### config.mk
export PLATFORM = sky130hd
export DESIGN_NAME = fcs_host
export DESIGN_NICKNAME = d
export VERILOG_FILES = /design/src/hdl/fcs_pkg.sv /design/src/hdl/fcs_host.sv
export VERILOG_INCLUDE_DIRS = /design/src /design/src/hdl
export SDC_FILE = /design/constraint.sdc
export NUM_CORES = 1
export LEC_CHECK = 0
export CAP_MARGIN = 20
export CORE_MARGIN = 2
export CORE_UTILIZATION = 25
export DETAILED_ROUTE_END_ITERATION = 12
export DONT_BUFFER_PORTS = 1
export GPL_ROUTABILITY_DRIVEN = 0
export REMOVE_ABC_BUFFERS = 1
export SLEW_MARGIN = 0
export SYNTH_ARGS = -nofsm -noshare
export SYNTH_HDL_FRONTEND = slang
export SYNTH_SLANG_ARGS = --single-unit
### constraint.sdc
create_clock -name clk_in -period 4.6 [get_ports clk_in]
set_input_delay 0.23 -clock clk_in [delete_from_list [all_inputs] [get_ports clk_in]]
set_output_delay 0.23 -clock clk_in [all_outputs]
set_load 0.02 [all_outputs]
### src/hdl/fcs_regs.svh
// command codes, status bit positions and timing counts for the flash command host
//
// Operation
// - write 90h anywhere enters identifier read mode.
// - write 70h anywhere selects status reads.
// - write 50h anywhere clears status error flags.
// - word program: 40h or 10h, then address and data; prefer 40h.
// - block erase: 20h, then D0h at an address inside the block.
// - write B0h anywhere requests suspend of program or erase.
// - write D0h anywhere resumes a suspended operation.
// - host holds write-guard for seven cycles, one past the second write of unlock.
// - protection program: C0h then data; lock: C0h then FFFD at lock address.
// - bit 0 is reserved; host masks it when polling.
// - status latched on later falling edge of OE or CE; toggle per poll.
`ifndef FCS_REGS_SVH
`define FCS_REGS_SVH

`define FCS_CMD_READ_ARRAY 8'hFF
`define FCS_CMD_READ_ID 8'h90
`define FCS_CMD_QUERY 8'h98
`define FCS_CMD_READ_STATUS 8'h70
`define FCS_CMD_CLEAR_STATUS 8'h50
`define FCS_CMD_PROGRAM 8'h40
`define FCS_CMD_PROGRAM_ALT 8'h10
`define FCS_CMD_ERASE 8'h20
`define FCS_CMD_CONFIRM 8'hD0
`define FCS_CMD_SUSPEND 8'hB0
`define FCS_CMD_LOCK_SETUP 8'h60
`define FCS_CMD_LOCK 8'h01
`define FCS_CMD_LOCK_DOWN 8'h2F
`define FCS_CMD_PROT_PROGRAM 8'hC0
`define FCS_PROT_LOCK_WORD 16'hFFFD
`define FCS_UPPER_ZERO 8'h00

`define FCS_SR_READY 7
`define FCS_SR_ERASE_HALT 6
`define FCS_SR_ERASE_FAIL 5
`define FCS_SR_PROG_FAIL 4
`define FCS_SR_SUPPLY_LOW 3
`define FCS_SR_PROG_HALT 2
`define FCS_SR_LOCKED 1
`define FCS_SR_VALID_MASK 8'hFE

// bus phase lengths in ns at 100 ns clock; each phase is one cycle minimum
`define FCS_CLK_NS 100
`define FCS_SETUP_NS 100
`define FCS_STROBE_NS 100
`define FCS_HOLD_NS 100
`define FCS_GUARD_EXTRA 3'h1

`endif
### src/hdl/fcs_pkg.sv
// types for the flash command host
package fcs_pkg;
    typedef enum logic [3:0] {
        FCS_OP_READ_ARRAY,
        FCS_OP_READ_ID,
        FCS_OP_QUERY,
        FCS_OP_READ_STATUS,
        FCS_OP_CLEAR_STATUS,
        FCS_OP_PROGRAM,
        FCS_OP_ERASE,
        FCS_OP_SUSPEND,
        FCS_OP_RESUME,
        FCS_OP_LOCK,
        FCS_OP_UNLOCK,
        FCS_OP_LOCK_DOWN,
        FCS_OP_PROT_PROGRAM,
        FCS_OP_PROT_LOCK,
        FCS_OP_READ,
        FCS_OP_POLL
    } fcs_op_t;

    typedef enum logic [2:0] {
        FCS_ST_IDLE,
        FCS_ST_SETUP,
        FCS_ST_STROBE,
        FCS_ST_HOLD,
        FCS_ST_GUARD,
        FCS_ST_DONE
    } fcs_state_t;
endpackage : fcs_pkg

### src/hdl/fcs_host.sv
// host controller that issues flash command sequences over the parallel pins
`timescale 1ns/1ps
`include "fcs_regs.svh"

module fcs_host
    import fcs_pkg::*;
#(
    parameter int ADDR_W = 20,
    parameter int POLL_MAX = 65535
) (
    // clock and reset
    input wire logic clk_in,
    input wire logic rst_n_in,
    // user command port
    input wire logic req_valid_in,
    input wire fcs_op_t req_op_in,
    input wire logic [ADDR_W-1:0] req_addr_in,
    input wire logic [15:0] req_data_in,
    output logic req_ready_out,
    output logic rsp_valid_out,
    output logic [15:0] rsp_data_out,
    output logic [7:0] rsp_status_out,
    output logic rsp_error_out,
    output logic rsp_timeout_out,
    // flash pins
    output logic [ADDR_W-1:0] flash_addr_out,
    input wire logic [15:0] flash_dq_in,
    output logic [15:0] flash_dq_out,
    output logic flash_dq_oe_n_out,
    output logic flash_ce_n_out,
    output logic flash_oe_n_out,
    output logic flash_we_n_out,
    output logic flash_wp_n_out
);
    // ----------------------------------------------------------------
    // timing counts
    // ----------------------------------------------------------------
    localparam logic [2:0] SETUP_CYC = 3'((`FCS_SETUP_NS + `FCS_CLK_NS - 1) / `FCS_CLK_NS);
    localparam logic [2:0] STROBE_CYC = 3'((`FCS_STROBE_NS + `FCS_CLK_NS - 1) / `FCS_CLK_NS);
    localparam logic [2:0] HOLD_CYC = 3'((`FCS_HOLD_NS + `FCS_CLK_NS - 1) / `FCS_CLK_NS);

    // ----------------------------------------------------------------
    // state
    // ----------------------------------------------------------------
    fcs_state_t state_q, state_d;
    fcs_op_t op_q;
    logic [ADDR_W-1:0] addr_q;
    logic [15:0] data_q;
    logic [2:0] cnt_q, cnt_d;
    logic phase_q;
    logic read_q;
    logic [15:0] dq_q;
    logic [ADDR_W-1:0] pin_addr_q;
    logic ce_n_q, oe_n_q, we_n_q, dq_oe_n_q, wp_n_q;
    logic ready_q, rsp_valid_q, rsp_err_q, rsp_to_q;
    logic [15:0] rsp_data_q;
    logic [7:0] rsp_status_q;
    logic [15:0] poll_cnt_q;

    // ----------------------------------------------------------------
    // decode of the user operation into one or two bus cycles
    // ----------------------------------------------------------------
    wire is_poll = (op_q == FCS_OP_POLL);
    wire two_cycle = (op_q == FCS_OP_PROGRAM) || (op_q == FCS_OP_ERASE) ||
                     (op_q == FCS_OP_LOCK) || (op_q == FCS_OP_UNLOCK) ||
                     (op_q == FCS_OP_LOCK_DOWN) || (op_q == FCS_OP_PROT_PROGRAM) ||
                     (op_q == FCS_OP_PROT_LOCK);
    wire is_unlock = (op_q == FCS_OP_UNLOCK);
    logic [7:0] first_code;
    always_comb begin
        unique case (op_q)
            FCS_OP_READ_ARRAY: first_code = `FCS_CMD_READ_ARRAY;
            FCS_OP_READ_ID: first_code = `FCS_CMD_READ_ID;
            FCS_OP_QUERY: first_code = `FCS_CMD_QUERY;
            FCS_OP_READ_STATUS: first_code = `FCS_CMD_READ_STATUS;
            FCS_OP_CLEAR_STATUS: first_code = `FCS_CMD_CLEAR_STATUS;
            FCS_OP_PROGRAM: first_code = `FCS_CMD_PROGRAM;
            FCS_OP_ERASE: first_code = `FCS_CMD_ERASE;
            FCS_OP_SUSPEND: first_code = `FCS_CMD_SUSPEND;
            FCS_OP_RESUME: first_code = `FCS_CMD_CONFIRM;
            FCS_OP_LOCK, FCS_OP_UNLOCK, FCS_OP_LOCK_DOWN: first_code = `FCS_CMD_LOCK_SETUP;
            FCS_OP_PROT_PROGRAM, FCS_OP_PROT_LOCK: first_code = `FCS_CMD_PROT_PROGRAM;
            FCS_OP_READ, FCS_OP_POLL: first_code = `FCS_CMD_READ_ARRAY;
        endcase
    end
    logic [15:0] second_word;
    always_comb begin
        unique case (op_q)
            FCS_OP_ERASE, FCS_OP_UNLOCK: second_word = {`FCS_UPPER_ZERO, `FCS_CMD_CONFIRM};
            FCS_OP_LOCK: second_word = {`FCS_UPPER_ZERO, `FCS_CMD_LOCK};
            FCS_OP_LOCK_DOWN: second_word = {`FCS_UPPER_ZERO, `FCS_CMD_LOCK_DOWN};
            FCS_OP_PROT_LOCK: second_word = `FCS_PROT_LOCK_WORD;
            default: second_word = data_q;
        endcase
    end
    // first write goes to any address: the target is reused so one bus stays stable
    wire [15:0] write_word = phase_q ? second_word : {`FCS_UPPER_ZERO, first_code};
    // masking bit 0 avoids acting on a reserved bit
    wire [7:0] status_seen = flash_dq_in[7:0] & `FCS_SR_VALID_MASK;
    wire engine_ready = status_seen[`FCS_SR_READY];
    wire seq_error = status_seen[`FCS_SR_READY] && status_seen[`FCS_SR_PROG_FAIL] &&
                     status_seen[`FCS_SR_ERASE_FAIL];
    wire op_failed = seq_error || status_seen[`FCS_SR_ERASE_FAIL] ||
                     status_seen[`FCS_SR_PROG_FAIL] || status_seen[`FCS_SR_SUPPLY_LOW] ||
                     status_seen[`FCS_SR_LOCKED];
    // the count holds finished reads before this one, so the last allowed read is POLL_MAX
    wire poll_expired = (poll_cnt_q == 16'(POLL_MAX - 1));
    wire last_phase = read_q || !two_cycle || phase_q;
    wire poll_again = is_poll && !engine_ready && !poll_expired;

    // ----------------------------------------------------------------
    // sequencer
    // ----------------------------------------------------------------
    always_comb begin
        state_d = state_q;
        cnt_d = cnt_q;
        unique case (state_q)
            FCS_ST_IDLE: if (req_valid_in) begin
                state_d = FCS_ST_SETUP;
                cnt_d = SETUP_CYC;
            end
            FCS_ST_SETUP: if (cnt_q <= 3'h1) begin
                state_d = FCS_ST_STROBE;
                cnt_d = STROBE_CYC;
            end else begin
                cnt_d = cnt_q - 3'h1;
            end
            FCS_ST_STROBE: if (cnt_q <= 3'h1) begin
                state_d = FCS_ST_HOLD;
                cnt_d = HOLD_CYC;
            end else begin
                cnt_d = cnt_q - 3'h1;
            end
            FCS_ST_HOLD: if (cnt_q > 3'h1) begin
                cnt_d = cnt_q - 3'h1;
            end else if (!last_phase || poll_again) begin
                // each poll raises oe so the device latches a fresh status
                state_d = FCS_ST_SETUP;
                cnt_d = SETUP_CYC;
            end else if (is_unlock) begin
                state_d = FCS_ST_GUARD;
                cnt_d = `FCS_GUARD_EXTRA;
            end else begin
                state_d = FCS_ST_DONE;
            end
            FCS_ST_GUARD: if (cnt_q <= 3'h1) begin
                state_d = FCS_ST_DONE;
            end else begin
                cnt_d = cnt_q - 3'h1;
            end
            FCS_ST_DONE: state_d = FCS_ST_IDLE;
            // unused codes of the state word recover to idle
            default: state_d = FCS_ST_IDLE;
        endcase
    end

    always_ff @(posedge clk_in or negedge rst_n_in) begin
        if (!rst_n_in) begin
            state_q <= FCS_ST_IDLE;
            cnt_q <= 3'h0;
        end else begin
            state_q <= state_d;
            cnt_q <= cnt_d;
        end
    end

    // ----------------------------------------------------------------
    // request capture and phase tracking
    // ----------------------------------------------------------------
    wire take = (state_q == FCS_ST_IDLE) && req_valid_in;
    wire hold_end = (state_q == FCS_ST_HOLD) && (cnt_q <= 3'h1);
    wire take_read = (req_op_in == FCS_OP_READ) || (req_op_in == FCS_OP_POLL);

    // the request is copied so the user port may change while the bus runs
    always_ff @(posedge clk_in or negedge rst_n_in) begin
        if (!rst_n_in) begin
            op_q <= FCS_OP_READ_ARRAY;
            addr_q <= '0;
            data_q <= 16'h0000;
            read_q <= 1'b0;
        end else if (take) begin
            op_q <= req_op_in;
            addr_q <= req_addr_in;
            data_q <= req_data_in;
            read_q <= take_read;
        end
    end

    // the second write of a pair follows once the first hold ends
    always_ff @(posedge clk_in or negedge rst_n_in) begin
        if (!rst_n_in) begin
            phase_q <= 1'b0;
        end else if (take) begin
            phase_q <= 1'b0;
        end else if (hold_end) begin
            phase_q <= !read_q && two_cycle;
        end
    end

    // one count per finished bus cycle bounds a poll of a stuck device
    always_ff @(posedge clk_in or negedge rst_n_in) begin
        if (!rst_n_in) begin
            poll_cnt_q <= 16'h0000;
        end else if (take) begin
            poll_cnt_q <= 16'h0000;
        end else if (hold_end) begin
            poll_cnt_q <= poll_cnt_q + 16'h0001;
        end
    end

    // ----------------------------------------------------------------
    // pins; wp held high from the first unlock write until one cycle past the second
    // ----------------------------------------------------------------
    wire strobe = (state_q == FCS_ST_STROBE);
    wire active = (state_q != FCS_ST_IDLE) && (state_q != FCS_ST_DONE);
    wire guard_on = is_unlock && active;
    wire ce_on = strobe || (state_q == FCS_ST_HOLD && cnt_q > 3'h1);
    wire oe_on = strobe && read_q;
    wire we_on = strobe && !read_q;
    wire drive_on = active && !read_q;

    // address follows the captured request every cycle
    always_ff @(posedge clk_in or negedge rst_n_in) begin
        if (!rst_n_in) begin
            pin_addr_q <= '0;
        end else begin
            pin_addr_q <= addr_q;
        end
    end

    // write word is set up a cycle ahead of we and held past its rise
    always_ff @(posedge clk_in or negedge rst_n_in) begin
        if (!rst_n_in) begin
            dq_q <= 16'h0000;
        end else begin
            dq_q <= write_word;
        end
    end

    // data lines are driven for the whole write sequence, never during reads
    always_ff @(posedge clk_in or negedge rst_n_in) begin
        if (!rst_n_in) begin
            dq_oe_n_q <= 1'b1;
        end else begin
            dq_oe_n_q <= !drive_on;
        end
    end

    // strobes rest high; oe falls with ce so the device latches on that edge
    always_ff @(posedge clk_in or negedge rst_n_in) begin
        if (!rst_n_in) begin
            ce_n_q <= 1'b1;
            oe_n_q <= 1'b1;
            we_n_q <= 1'b1;
        end else begin
            ce_n_q <= !ce_on;
            oe_n_q <= !oe_on;
            we_n_q <= !we_on;
        end
    end

    // guard pin rests low so locked-down blocks stay protected between requests
    always_ff @(posedge clk_in or negedge rst_n_in) begin
        if (!rst_n_in) begin
            wp_n_q <= 1'b0;
        end else begin
            wp_n_q <= guard_on;
        end
    end

    // ----------------------------------------------------------------
    // answer
    // ----------------------------------------------------------------
    wire sample = (state_q == FCS_ST_HOLD) && (cnt_q == HOLD_CYC) && read_q;
    // ready rises with the answer strobe, so the next request can follow at once
    always_ff @(posedge clk_in or negedge rst_n_in) begin
        if (!rst_n_in) begin
            ready_q <= 1'b0;
            rsp_valid_q <= 1'b0;
        end else begin
            ready_q <= (state_d == FCS_ST_IDLE);
            rsp_valid_q <= (state_q == FCS_ST_DONE);
        end
    end

    // read results hold until the next read so a slow user can still pick them up
    always_ff @(posedge clk_in or negedge rst_n_in) begin
        if (!rst_n_in) begin
            rsp_data_q <= 16'h0000;
            rsp_status_q <= 8'h00;
            rsp_err_q <= 1'b0;
            rsp_to_q <= 1'b0;
        end else if (sample) begin
            rsp_data_q <= flash_dq_in;
            rsp_status_q <= status_seen;
            // result bits trusted only once ready reads 1
            rsp_err_q <= is_poll && engine_ready && op_failed;
            rsp_to_q <= is_poll && !engine_ready && poll_expired;
        end
    end

    // user side
    assign req_ready_out = ready_q;
    assign rsp_valid_out = rsp_valid_q;
    assign rsp_data_out = rsp_data_q;
    assign rsp_status_out = rsp_status_q;
    assign rsp_error_out = rsp_err_q;
    assign rsp_timeout_out = rsp_to_q;

    // device side
    assign flash_addr_out = pin_addr_q;
    assign flash_dq_out = dq_q;
    assign flash_dq_oe_n_out = dq_oe_n_q;
    assign flash_ce_n_out = ce_n_q;
    assign flash_oe_n_out = oe_n_q;
    assign flash_we_n_out = we_n_q;
    assign flash_wp_n_out = wp_n_q;
endmodule : fcs_host

==> results.py, run 1 <==
metrics = {
    "timing": {
        "hold_slack_ps": 83.22,
        "fin_crit_ps": 2581,
        "relSlewSlack_pct": 37.41,
        "finalSetupViolations": 0,
        "fmax_mhz": 387.4,
        "hold_violations": 0,
        "fin_worst_skew_ps": 14.31,
        "setup-tns-final_ps": 0,
        "setup_ws_ps": 2019,
        "drv_slew": 0,
        "rsz0062_at_grt": "false",
        "period_share_pct": 56.11,
        "tightest_slew_ps": 935.5,
    },
    "placement": {
        "dp_hpwl_um": 7917,
        "dp.cells": 776,
        "dp_slack_ps": 1996,
        "port_buffers": 0,
        "dpl-instance-area_sq_um": 5418,
    },
    "min_path": {
        "hold_depth": 2,
        "holdPathEnd": "rsp_error_out",
        "holdCritStartpoint": "flash_dq_in[7]",
        "min_path_type": "input port to flip-flop",
    },
    "routing": {
        "drc": 0,
        "wl_um": 12200,
        "drt_iter0_drc": 162,
        "vias": 3812,
        "first_pass_iters": 4,
        "wl_per_cell_um": 14.04,
        "viasPerCell": 4.387,
        "antenna_left": 0,
    },
    "synthesis": {
        "synth_edf_count": 0,
        "yosysMostFrequentCell": "nand2_1",
        "synth_ff_type": "dfrtp_1",
        "synth_top_area_cell": "dfrtp_1",
        "synthTopCellsByArea": "dfrtp_1 58%, nand2_1 13%, ha_1 2.1%",
        "netlist_top_cells_count": "186 x nand2_1, 121 x dfrtp_1, 24 x nor2_1, 19 x a21oi_1, 17 x clkbuf_1",
        "synth-seq-area-share_pct": 59.76,
        "netlist_instances": 539,
        "ys_ff_latch": 125,
        "yosysTopAreaCellShare_pct": 57.76,
        "async_reset_ff_share_pct": 100.0,
        "syn_area_per_cell_sq_um": 9.726,
        "ys_types": 54,
        "netlist_area_sq_um": 5243,
        "ys_warn_count": 0,
    },
    "cells_and_area": {
        "drive_gt1_share_pct": 7.705,
        "utilization_pct": 32.31,
        "finalNetCount": 652,
        "fillCellCount": 2111,
        "area_growth_pct": 25.92,
        "stdcell_area_sq_um": 6601,
        "finalNonFillerCells": 869,
    },
    "grt": {
        "antenna_found_initial": 2,
        "gr-total-overflow": 0,
        "grt_first_pass_wirelength_um": 19250,
        "grt_use_total_pct": 11.16,
        "grt_pass1_vias": 3728,
        "grt_max_degree": 126,
    },
    "pwr": {
        "switchingPower_mw": 1.778,
        "p_comb_share_pct": 23.3,
        "p_leak_nw": 3.029,
        "p_total_mw": 4.526,
        "pwr-share-clk_pct": 28.1,
        "p_seq_share_pct": 48.7,
        "ir_worst_vdd_mv": 0.2836,
        "power_density_nw_per_um2": 685.7,
        "p_int_mw": 2.749,
        "netSwitchingFraction_pct": 39.28,
    },
    "floorplan": {
        "core_area_sq_um": 20430,
        "die_h_um": 148.8,
        "start_util_pct": 25.66,
        "fp-row-count": 52,
        "ios": 128,
        "die_x_um": 148.8,
        "die_area_sq_um": 22140,
    },
    "outcome": {
        "status": "finished, final reports clean",
    },
    "clocking": {
        "cts_max_level": 4,
        "cts_resized": 0,
        "cts_sinks": 125,
        "path_clk_slew_ps": 50,
        "cts_made_buffers": 17,
        "clk_latency_ps": 410,
        "clockBufferDepth": 2,
        "cts_tree": "done",
        "root_buffer": "clkbuf_16",
    },
    "worst_setup_path": {
        "crit_type": "flip-flop to flip-flop",
        "crit_path_end_kind": "flip-flop",
        "crit_required_ps": 4890,
        "arrival_ps": 2870,
        "reg2reg_depth": 5,
        "reg2reg_from": "state_q[1]",
        "worst_path_max_delay_cell": "a2111oi_0",
        "worstPathCellList": "nor2_2 -> nand2_2 -> a2111oi_0 -> xnor2_1 -> nor2_1",
        "crit_path_start_kind": "flip-flop",
        "cpLargestDelayFamily": "simple AND/OR/NAND/NOR gates",
        "critPathMaxStageDelay_ps": 740,
        "worstPathMaxFanout": 45,
        "r2r-end": "poll_cnt_q[13]",
        "reg2reg_slack_ps": 2020,
        "path_buf_inv": 0,
    },
    "run": {
        "cap_violations": 0,
    },
}
## power groups by stage
stage          sequential (mW)  combinational [mW]  clock (mW)
6_report                  2.20                1.05        1.27
2_1_floorplan             2.11               0.759           0
3_3_place_gp              2.22               0.964           0
5_1_grt                   2.27                1.20        1.35
4_1_cts                   2.21                1.05        1.30
3_5_place_dp              2.23               0.978           0
## worst max-delay path by stage
stage,startpoint,to,slack [ps],cells past startpoint
after floorplan,state_q[1],op_q[0],2480,3
after global placement,state_q[1],poll_cnt_q[13],2030,5
after detailed placement,state_q[1],poll_cnt_q[13],2000,5
after CTS,state_q[1],poll_cnt_q[13],1990,5
after global routing,state_q[1],poll_cnt_q[13],1730,5
final,state_q[1],poll_cnt_q[13],2020,5
## cell type report
class / count / area [sq um] / share of cell area [%]
clock buffer: 20 / 436.7 / 6.615
inverter: 12 / 45.04 / 0.6823
clock inverter: 12 / 123.9 / 1.876
timing repair buffer: 59 / 618.1 / 9.363
multi-input combinational: 369 / 1902 / 28.81
tap: 270 / 337.8 / 5.118
sequential: 125 / 3133 / 47.46
antenna: 2 / 5.005 / 0.07582
## layout by cell type, fill, tap and decap left out, types with 4 or more instances in the layout
master | synthesis | routed
a211oi_1 | 5 | 5
a21oi_1 | 19 | 19
clkbuf_16 | 0 | 17
clkinv_2 | 0 | 5
clkinvlp_4 | 0 | 4
dfrtp_1 | 121 | 121
dfstp_2 | 4 | 4
dlygate4sd3_1 | 0 | 57
ha_1 | 9 | 9
inv_1 | 12 | 12
nand2_1 | 186 | 186
nand3_1 | 12 | 12
nand4_1 | 8 | 8
nor2_1 | 24 | 24
nor2b_1 | 4 | 4
nor3_1 | 8 | 8
o21a_1 | 9 | 9
o21ai_0 | 12 | 12
or2_2 | 4 | 4
or3_1 | 7 | 7
xnor2_1 | 9 | 9
xor2_1 | 6 | 6
## registers in the layout (all words and copies together) (netlist names), 3 cells and up
register and flops:
poll_cnt_q 16, op_q 4, flash_dq_out 16, state_q 3, flash_addr_out 20, rsp_data_out 16, cnt_q 3, data_q 16
addr_q 20
## timing repair
action	in CTS	in global routing
hold buffers	58	0
buffers inserted	0	0
hold endpoints to repair	182	0
setup endpoints to repair	0	0
## worst reg2reg max path, delay by kind of cell, from the launching register on
family,cells,cell delay (ps)
AO/OA/AOI/OAI,1,750
XOR/XNOR,1,180
AND/OR/NAND/NOR,3,1030
flip-flops,1,500
## cell families (layout without fill, tap and decap cells)
family	Yosys count	after routing	share of synthesized area, %
compound gates	64	64	7.757
xor+xnor	15	15	2.506
fa+ha+maj	9	9	2.148
buf+inv	45	103	3.985
flops	125	125	59.76
mux	3	3	0.5728
other cells	1	3	0.07153
simple gates	277	277	23.20
## layer usage
layer	GRT usage, %	vias up	routed length (um)
met1	14.32	1819	5668
li1	-	1855	-
met2	16.94	126	5327
met4	3.857	0	182
met3	4.740	12	1019
met5	0	-	0
(Power assumes the default switching activity.)
==> run 2: changes to the inputs <==
--- a/config.mk
+++ b/config.mk
@@ -6,6 +6,7 @@
 export SDC_FILE = /design/constraint.sdc
 export NUM_CORES = 1
 export LEC_CHECK = 0
+export ABC_AREA = 1
 export CAP_MARGIN = 20
 export CORE_MARGIN = 2
 export CORE_UTILIZATION = 25
==> constraint.sdc (replaced) <==
create_clock -name clk_in -period 2.6 [get_ports clk_in]
set_input_delay 0.13 -clock clk_in [delete_from_list [all_inputs] [get_ports clk_in]]
set_output_delay 0.13 -clock clk_in [all_outputs]
set_load 0.02 [all_outputs]
==> run 2 against run 1 <==
Effect of this change:
- the flow now finishes with violations (hold timing)
- die area rose by 2.7%
- clock power is 84% higher
- non-clock buffer count increased by 1
- hold slack worse by 670 ps
- power is 89% higher
- synthesized cell count is 10% higher
- maximum frequency increased by 38%
- combinational power increased by 120%
- sequential share of layout area down 1.3 points
- critical path depth up 3
- register-to-register slack worse by 1300 ps
- routed wire length grew 3.4%
- critical endpoint is now rsp_timeout_out
- highest routed layer unchanged
==> results.py, run 2 <==
metrics = {
    "pwr": {
        "power_density_nw_per_um2": 1258,
        "p_int_mw": 5.034,
        "p_comb_share_pct": 26.8,
        "p_seq_share_pct": 45.9,
        "p_total_mw": 8.534,
        "pwr-share-clk_pct": 27.4,
        "netSwitchingFraction_pct": 41.01,
        "switchingPower_mw": 3.500,
        "ir_worst_vdd_mv": 0.7483,
        "p_leak_nw": 3.201,
    },
    "synthesis": {
        "ys_ff_latch": 125,
        "yosysTopAreaCellShare_pct": 56.19,
        "netlist_top_cells_count": "222 x nand2_1, 121 x dfrtp_1, 39 x inv_1, 38 x nor2_1, 23 x nand3_1",
        "ys_types": 42,
        "async_reset_ff_share_pct": 100.0,
        "syn_area_per_cell_sq_um": 9.072,
        "synthTopCellsByArea": "dfrtp_1 56%, nand2_1 15%, inv_1 2.7%",
        "synth_top_area_cell": "dfrtp_1",
        "yosys.area_share.simple_pct": 26.54,
        "yosysMostFrequentCell": "nand2_1",
        "synth_xor_area_share_pct": 0.8126,
        "netlist_area_sq_um": 5389,
        "synth_ff_type": "dfrtp_1",
        "synth_edf_count": 0,
        "synth_mux_area_share_pct": 0,
        "synth-compound-area-share_pct": 6.385,
        "ys_warn_count": 0,
        "synth_top_family_by_area": "simple AND/OR/NAND/NOR gates",
        "synth-seq-area-share_pct": 58.14,
        "netlist_instances": 594,
        "synthAdderAreaFrac_pct": 2.090,
    },
    "grt": {
        "grt_max_degree": 126,
        "gr-total-overflow": 0,
        "grt_first_pass_wirelength_um": 20480,
        "grt_pass1_vias": 4124,
        "grt_use_total_pct": 11.61,
        "antenna_found_initial": 2,
    },
    "clocking": {
        "cts_made_buffers": 17,
        "postCtsSetupRepairBufs": 0,
        "cts_tree": "done",
        "root_buffer": "clkbuf_16",
        "cts_resized": 0,
        "path_clk_slew_ps": 60,
        "cts_sinks": 125,
        "clk_latency_ps": 410,
        "cts_hold_buf": 57,
        "clockBufferDepth": 2,
        "cts_max_level": 4,
    },
    "worst_setup_path": {
        "worstPathCellList": "inv_1 -> ha_1 -> inv_1 -> nor2_2 -> nand3_1 -> inv_1 -> nand3_1 -> nand2_1",
        "crit_required_ps": 2950,
        "critPathMaxStageDelay_ps": 480,
        "crit_path_start_kind": "flip-flop",
        "arrival_ps": 2210,
        "reg2reg_slack_ps": 730,
        "reg2reg_depth": 8,
        "path_buf_inv": 3,
        "crit_path_end_kind": "flip-flop",
        "worstPathMaxFanout": 16,
        "worst_path_max_delay_cell": "inv_1",
        "crit_type": "flip-flop to flip-flop",
        "reg2reg_from": "cnt_q[1]",
        "cpLargestDelayFamily": "simple AND/OR/NAND/NOR gates",
        "path_common_cell": "inv_1",
        "r2r-end": "rsp_timeout_out",
    },
    "outcome": {
        "violations": "hold timing",
        "status": "finished with violations",
    },
    "routing": {
        "wl_per_cell_um": 13.43,
        "vias": 4069,
        "drc": 0,
        "wl_um": 12610,
        "antenna_left": 0,
        "first_pass_iters": 5,
        "viasPerCell": 4.333,
        "drt_iter0_drc": 205,
    },
    "floorplan": {
        "die_h_um": 150.8,
        "fp-row-count": 53,
        "die_area_sq_um": 22750,
        "die_x_um": 150.8,
        "start_util_pct": 25.55,
        "core_area_sq_um": 21090,
        "ios": 128,
    },
    "timing": {
        "rsz0062_at_grt": "false",
        "finalSetupViolations": 0,
        "period_share_pct": 71.74,
        "hold_slack_ps": -583.1,
        "setup-tns-final_ps": 0,
        "hold_violations": 125,
        "fmax_mhz": 536.2,
        "fin_crit_ps": 1865,
        "fin_worst_skew_ps": 9.869,
        "tightest_slew_ps": 517.7,
        "relSlewSlack_pct": 65.49,
        "setup_ws_ps": 734.9,
        "drv_slew": 0,
    },
    "run": {
        "cap_violations": 0,
    },
    "cells_and_area": {
        "final_cell_mix": "222 x nand2_1, 121 x dfrtp_1, 57 x dlygate4sd3_1, 39 x inv_1, 38 x nor2_1",
        "drive_gt1_share_pct": 11.48,
        "final_common_cell": "nand2_1",
        "finalNetCount": 717,
        "fillCellCount": 2161,
        "area_growth_pct": 25.91,
        "finalNonFillerCells": 939,
        "utilization_pct": 32.18,
    },
    "min_path": {
        "min_path_type": "input port to asynchronous set/reset pin",
    },
    "placement": {
        "port_buffers": 0,
        "dp_slack_ps": 756.4,
        "dp_hpwl_um": 8121,
        "dp.cells": 848,
    },
}
run 2: changes by cell type after synthesis, moves of 9 or more:
cell | previous run | this run
inv_1 | 12 | 39
clkbuf_1 | 17 | 5
nor2_1 | 24 | 38
nand3_1 | 12 | 23
o21a_1 | 9 | 0
nand2_1 | 186 | 222
run 2: routing by layer:
metal	GRT usage (%)	part of all wire, %
met5	0	0
met1	14.22	46
met2	18.30	45
met3	4.759	8.2
met4	4.439	1.3
run 2: cell families (layout without fill, tap and decap cells):
logic type | Yosys count | in the layout
AND/OR/NAND/NOR | 327 | 327
flip-flops | 125 | 125
adder cells (fa/ha/maj) | 9 | 9
XOR/XNOR | 5 | 5
AO/OA/AOI/OAI | 56 | 56
other | 1 | 3
buffers and inverters | 71 | 139
run 2: worst max-delay path by stage:
stage               depth (start not counted)         endpoint        from  slack, ps
finish                                      8  rsp_timeout_out    cnt_q[1]        730
global route                                8  rsp_timeout_out    cnt_q[1]        490
CTS                                         8  rsp_data_out[3]    cnt_q[1]        730
detailed placement                          8  rsp_data_out[3]    cnt_q[1]        760
global placement                            8  rsp_timeout_out    cnt_q[1]        770
floorplan                                   8   poll_cnt_q[12]  state_q[0]        670
run 2: through the flow:
step | hold slack [ps] | instance area (sq um)
floorplan | -165.6 | 5246
global placement | -162.8 | 5625
detailed placement | -162.6 | 5625
CTS | -605.4 | 6780
global route | -609.5 | 6785
finish | -583.1 | 6785
run 2: power groups by stage:
| stage | combinational, mW | sequential (mW) | clock (mW) |
|---|---|---|---|
| after floorplan | 1.72 | 3.75 | 0 |
| after global placement | 2.18 | 3.94 | 0 |
| after detailed placement | 2.21 | 3.94 | 0 |
| after CTS | 2.31 | 3.92 | 2.41 |
| after global routing | 2.64 | 4.04 | 2.51 |
| final | 2.28 | 3.91 | 2.34 |
run 2: cell type report:
cell class / count / area (sq um) / share of cell area (%)
inverter: 47 / 178.9 / 2.637
timing repair buffer: 60 / 605.6 / 8.925
clock buffer: 19 / 442.9 / 6.528
antenna: 2 / 5.005 / 0.07376
sequential: 125 / 3133 / 46.17
tap: 275 / 344.1 / 5.071
multi-input combinational: 398 / 1934 / 28.51
clock inverter: 13 / 141.4 / 2.084
==> run 3: changes to the inputs <==
==> constraint.sdc (replaced) <==
create_clock -name clk_in -period 1.7 [get_ports clk_in]
set_input_delay 0.085 -clock clk_in [delete_from_list [all_inputs] [get_ports clk_in]]
set_output_delay 0.085 -clock clk_in [all_outputs]
set_load 0.02 [all_outputs]
==> run 3 against run 2 <==
Effect of this change:
- the run still ends with hold timing left
- sequential power grew 52%
- clock power grew 50%
- worst setup slack lost 660 ps
- critical path depth grew 5
- final area grew 2.5%
- utilization grew 0.79 points
- sequential cell count is the same
- combinational power grew 71%
- sequential share of layout area shrank 1.1 points
- die area is the same
- maximum frequency grew 15%
- power grew 56%
- critical path type unchanged
==> results.py, run 3 (same netlist as run 2, synthesis figures left out) <==
metrics = {
    "outcome": {
        "status": "finished with violations",
        "violations": "hold timing",
    },
    "clocking": {
        "root_buffer": "clkbuf_16",
        "clk_latency_ps": 410,
        "cts_made_buffers": 17,
        "cts_sinks": 125,
        "cts_hold_buf": 57,
        "cts_tree": "done",
        "cts_max_level": 4,
        "clockBufferDepth": 2,
        "path_clk_slew_ps": 60,
    },
    "floorplan": {
        "die_h_um": 150.8,
        "core_area_sq_um": 21090,
        "fp-row-count": 53,
        "die_area_sq_um": 22750,
        "start_util_pct": 25.55,
        "die_x_um": 150.8,
        "ios": 128,
    },
    "routing": {
        "antenna_left": 0,
        "drc": 0,
        "wl_per_cell_um": 13.30,
        "first_pass_iters": 4,
        "drt_iter0_drc": 242,
        "wl_um": 12670,
        "vias": 4088,
        "viasPerCell": 4.294,
    },
    "cells_and_area": {
        "antenna_cells": 0,
        "regArea_sq_um": 3134,
        "finalNonFillerCells": 952,
        "final_common_cell": "nand2_1",
        "finalNetCount": 732,
        "stdcell_area_sq_um": 6952,
        "multi_input_area_sq_um": 2002,
        "drive_gt1_share_pct": 15.36,
        "fillCellCount": 2148,
        "final_cell_mix": "222 x nand2_1, 120 x dfrtp_1, 57 x dlygate4sd3_1, 38 x nor2_1, 34 x inv_1",
        "area_growth_pct": 29.00,
    },
    "grt": {
        "grt_first_pass_wirelength_um": 20600,
        "grt_max_degree": 126,
        "antenna_found_initial": 0,
        "grt_use_total_pct": 11.73,
        "grt_pass1_vias": 4233,
        "gr-total-overflow": 0,
    },
    "worst_setup_path": {
        "critPathMaxStageDelay_ps": 400,
        "r2r-end": "poll_cnt_q[11]",
        "worstPathCellList": "inv_2 -> ha_4 -> inv_2 -> nor2_4 -> inv_2 -> nand2_2 -> nand2_4 -> nand2_4 -> nand3_4 -> nor2_4 -> inv_2 -> o21ai_1 -> nor2_1",
        "path_common_cell": "inv_2",
        "arrival_ps": 1920,
        "worstPathMaxFanout": 4,
        "worst_path_max_delay_cell": "dfrtp_1",
        "crit_type": "flip-flop to flip-flop",
        "path_buf_inv": 4,
        "cpLargestDelayFamily": "simple AND/OR/NAND/NOR gates",
        "crit_required_ps": 2000,
        "crit_path_start_kind": "flip-flop",
        "reg2reg_from": "cnt_q[1]",
        "crit_path_end_kind": "flip-flop",
        "reg2reg_depth": 13,
        "reg2reg_slack_ps": 80,
    },
    "timing": {
        "drv_slew": 0,
        "period_share_pct": 95.42,
        "fin_worst_skew_ps": 6.950,
        "fmax_mhz": 616.5,
        "finalSetupViolations": 0,
        "rsz0062_at_grt": "true",
        "hold_violations": 125,
        "fin_crit_ps": 1622,
        "hold_slack_ps": -631.8,
    },
    "min_path": {
        "min_path_type": "input port to asynchronous set/reset pin",
    },
    "placement": {
        "dp.cells": 861,
        "dpl-instance-area_sq_um": 5723,
        "dp_hpwl_um": 8312,
        "port_buffers": 0,
    },
    "run": {
        "cap_violations": 0,
    },
    "pwr": {
        "ir_worst_vdd_mv": 0.9148,
        "power_density_nw_per_um2": 1919,
        "p_leak_nw": 3.274,
    },
}
==> run 3: cell types whose count changed in the layout (fill, tap and decap cells not counted), moves of 2 or more <==
cell,previous run,this run
buf_4,2,16
ha_1,9,6
clkinv_2,3,1
inv_1,39,34
diode_2,2,0
ha_4,0,2
inv_2,7,12
==> run 3: metal layers <==
layer / vias up / global-route usage (%) / part of all wire [%]
li1: 2009 / - / -
met1: 1932 / 14.07 / 44
met2: 135 / 18.61 / 45
met3: 12 / 5.030 / 8.9
met4: 0 / 4.626 / 1.5
met5: - / 0 / 0
==> run 3: final cells by class <==
class / count / share of cell area [%]
sequential: 125 / 45.09
multi-input combinational: 398 / 28.80
timing repair buffer: 75 / 10.39
clock buffer: 21 / 6.623
tap: 275 / 4.950
inverter: 47 / 2.574
clock inverter: 11 / 1.584
==> run 3: per-stage QoR <==
step / hold WS, ps / total power [mW] / worst slack, ps / setup TNS [ps] / utilization (%)
after floorplan: -210.6 / 8.375 / -229.6 / -8375 / -
after global placement: -208.2 / 9.522 / 45.50 / 0 / 27.14
after detailed placement: -208.2 / 9.578 / 37.71 / 0 / 27.14
after CTS: -656.3 / 13.30 / 26.44 / 0 / 32.55
after global routing: -664.1 / 14.34 / -27.80 / -54.22 / 32.97
final: -631.8 / 13.34 / 77.87 / 0 / 32.97
==> run 3: worst max path at each step <==
| stage | depth (start not counted) | end | slack [ps] | startpoint |
|---|---|---|---|---|
| 6_report | 13 | poll_cnt_q[11] | 80 | cnt_q[1] |
| 4_1_cts | 11 | cnt_q[1] | 30 | op_q[1] |
| 5_1_grt | 12 | poll_cnt_q[13] | -30 | cnt_q[1] |
| 3_5_place_dp | 10 | cnt_q[0] | 40 | op_q[1] |
| 2_1_floorplan | 8 | poll_cnt_q[12] | -230 | state_q[0] |
| 3_3_place_gp | 10 | state_q[0] | 50 | op_q[1] |
==> run 3: power breakdown <==
group / internal (mW) / switching, mW
combinational: 1.52 / 2.37
clock: 2.11 / 1.39
sequential: 4.23 / 1.72
==> run 3: timing repair <==
item	4_1_cts	5_1_grt
resized for setup	0	20
buffers inserted	0	2
endpoints found under the setup margin	0	36
endpoints found under the hold margin	187	125
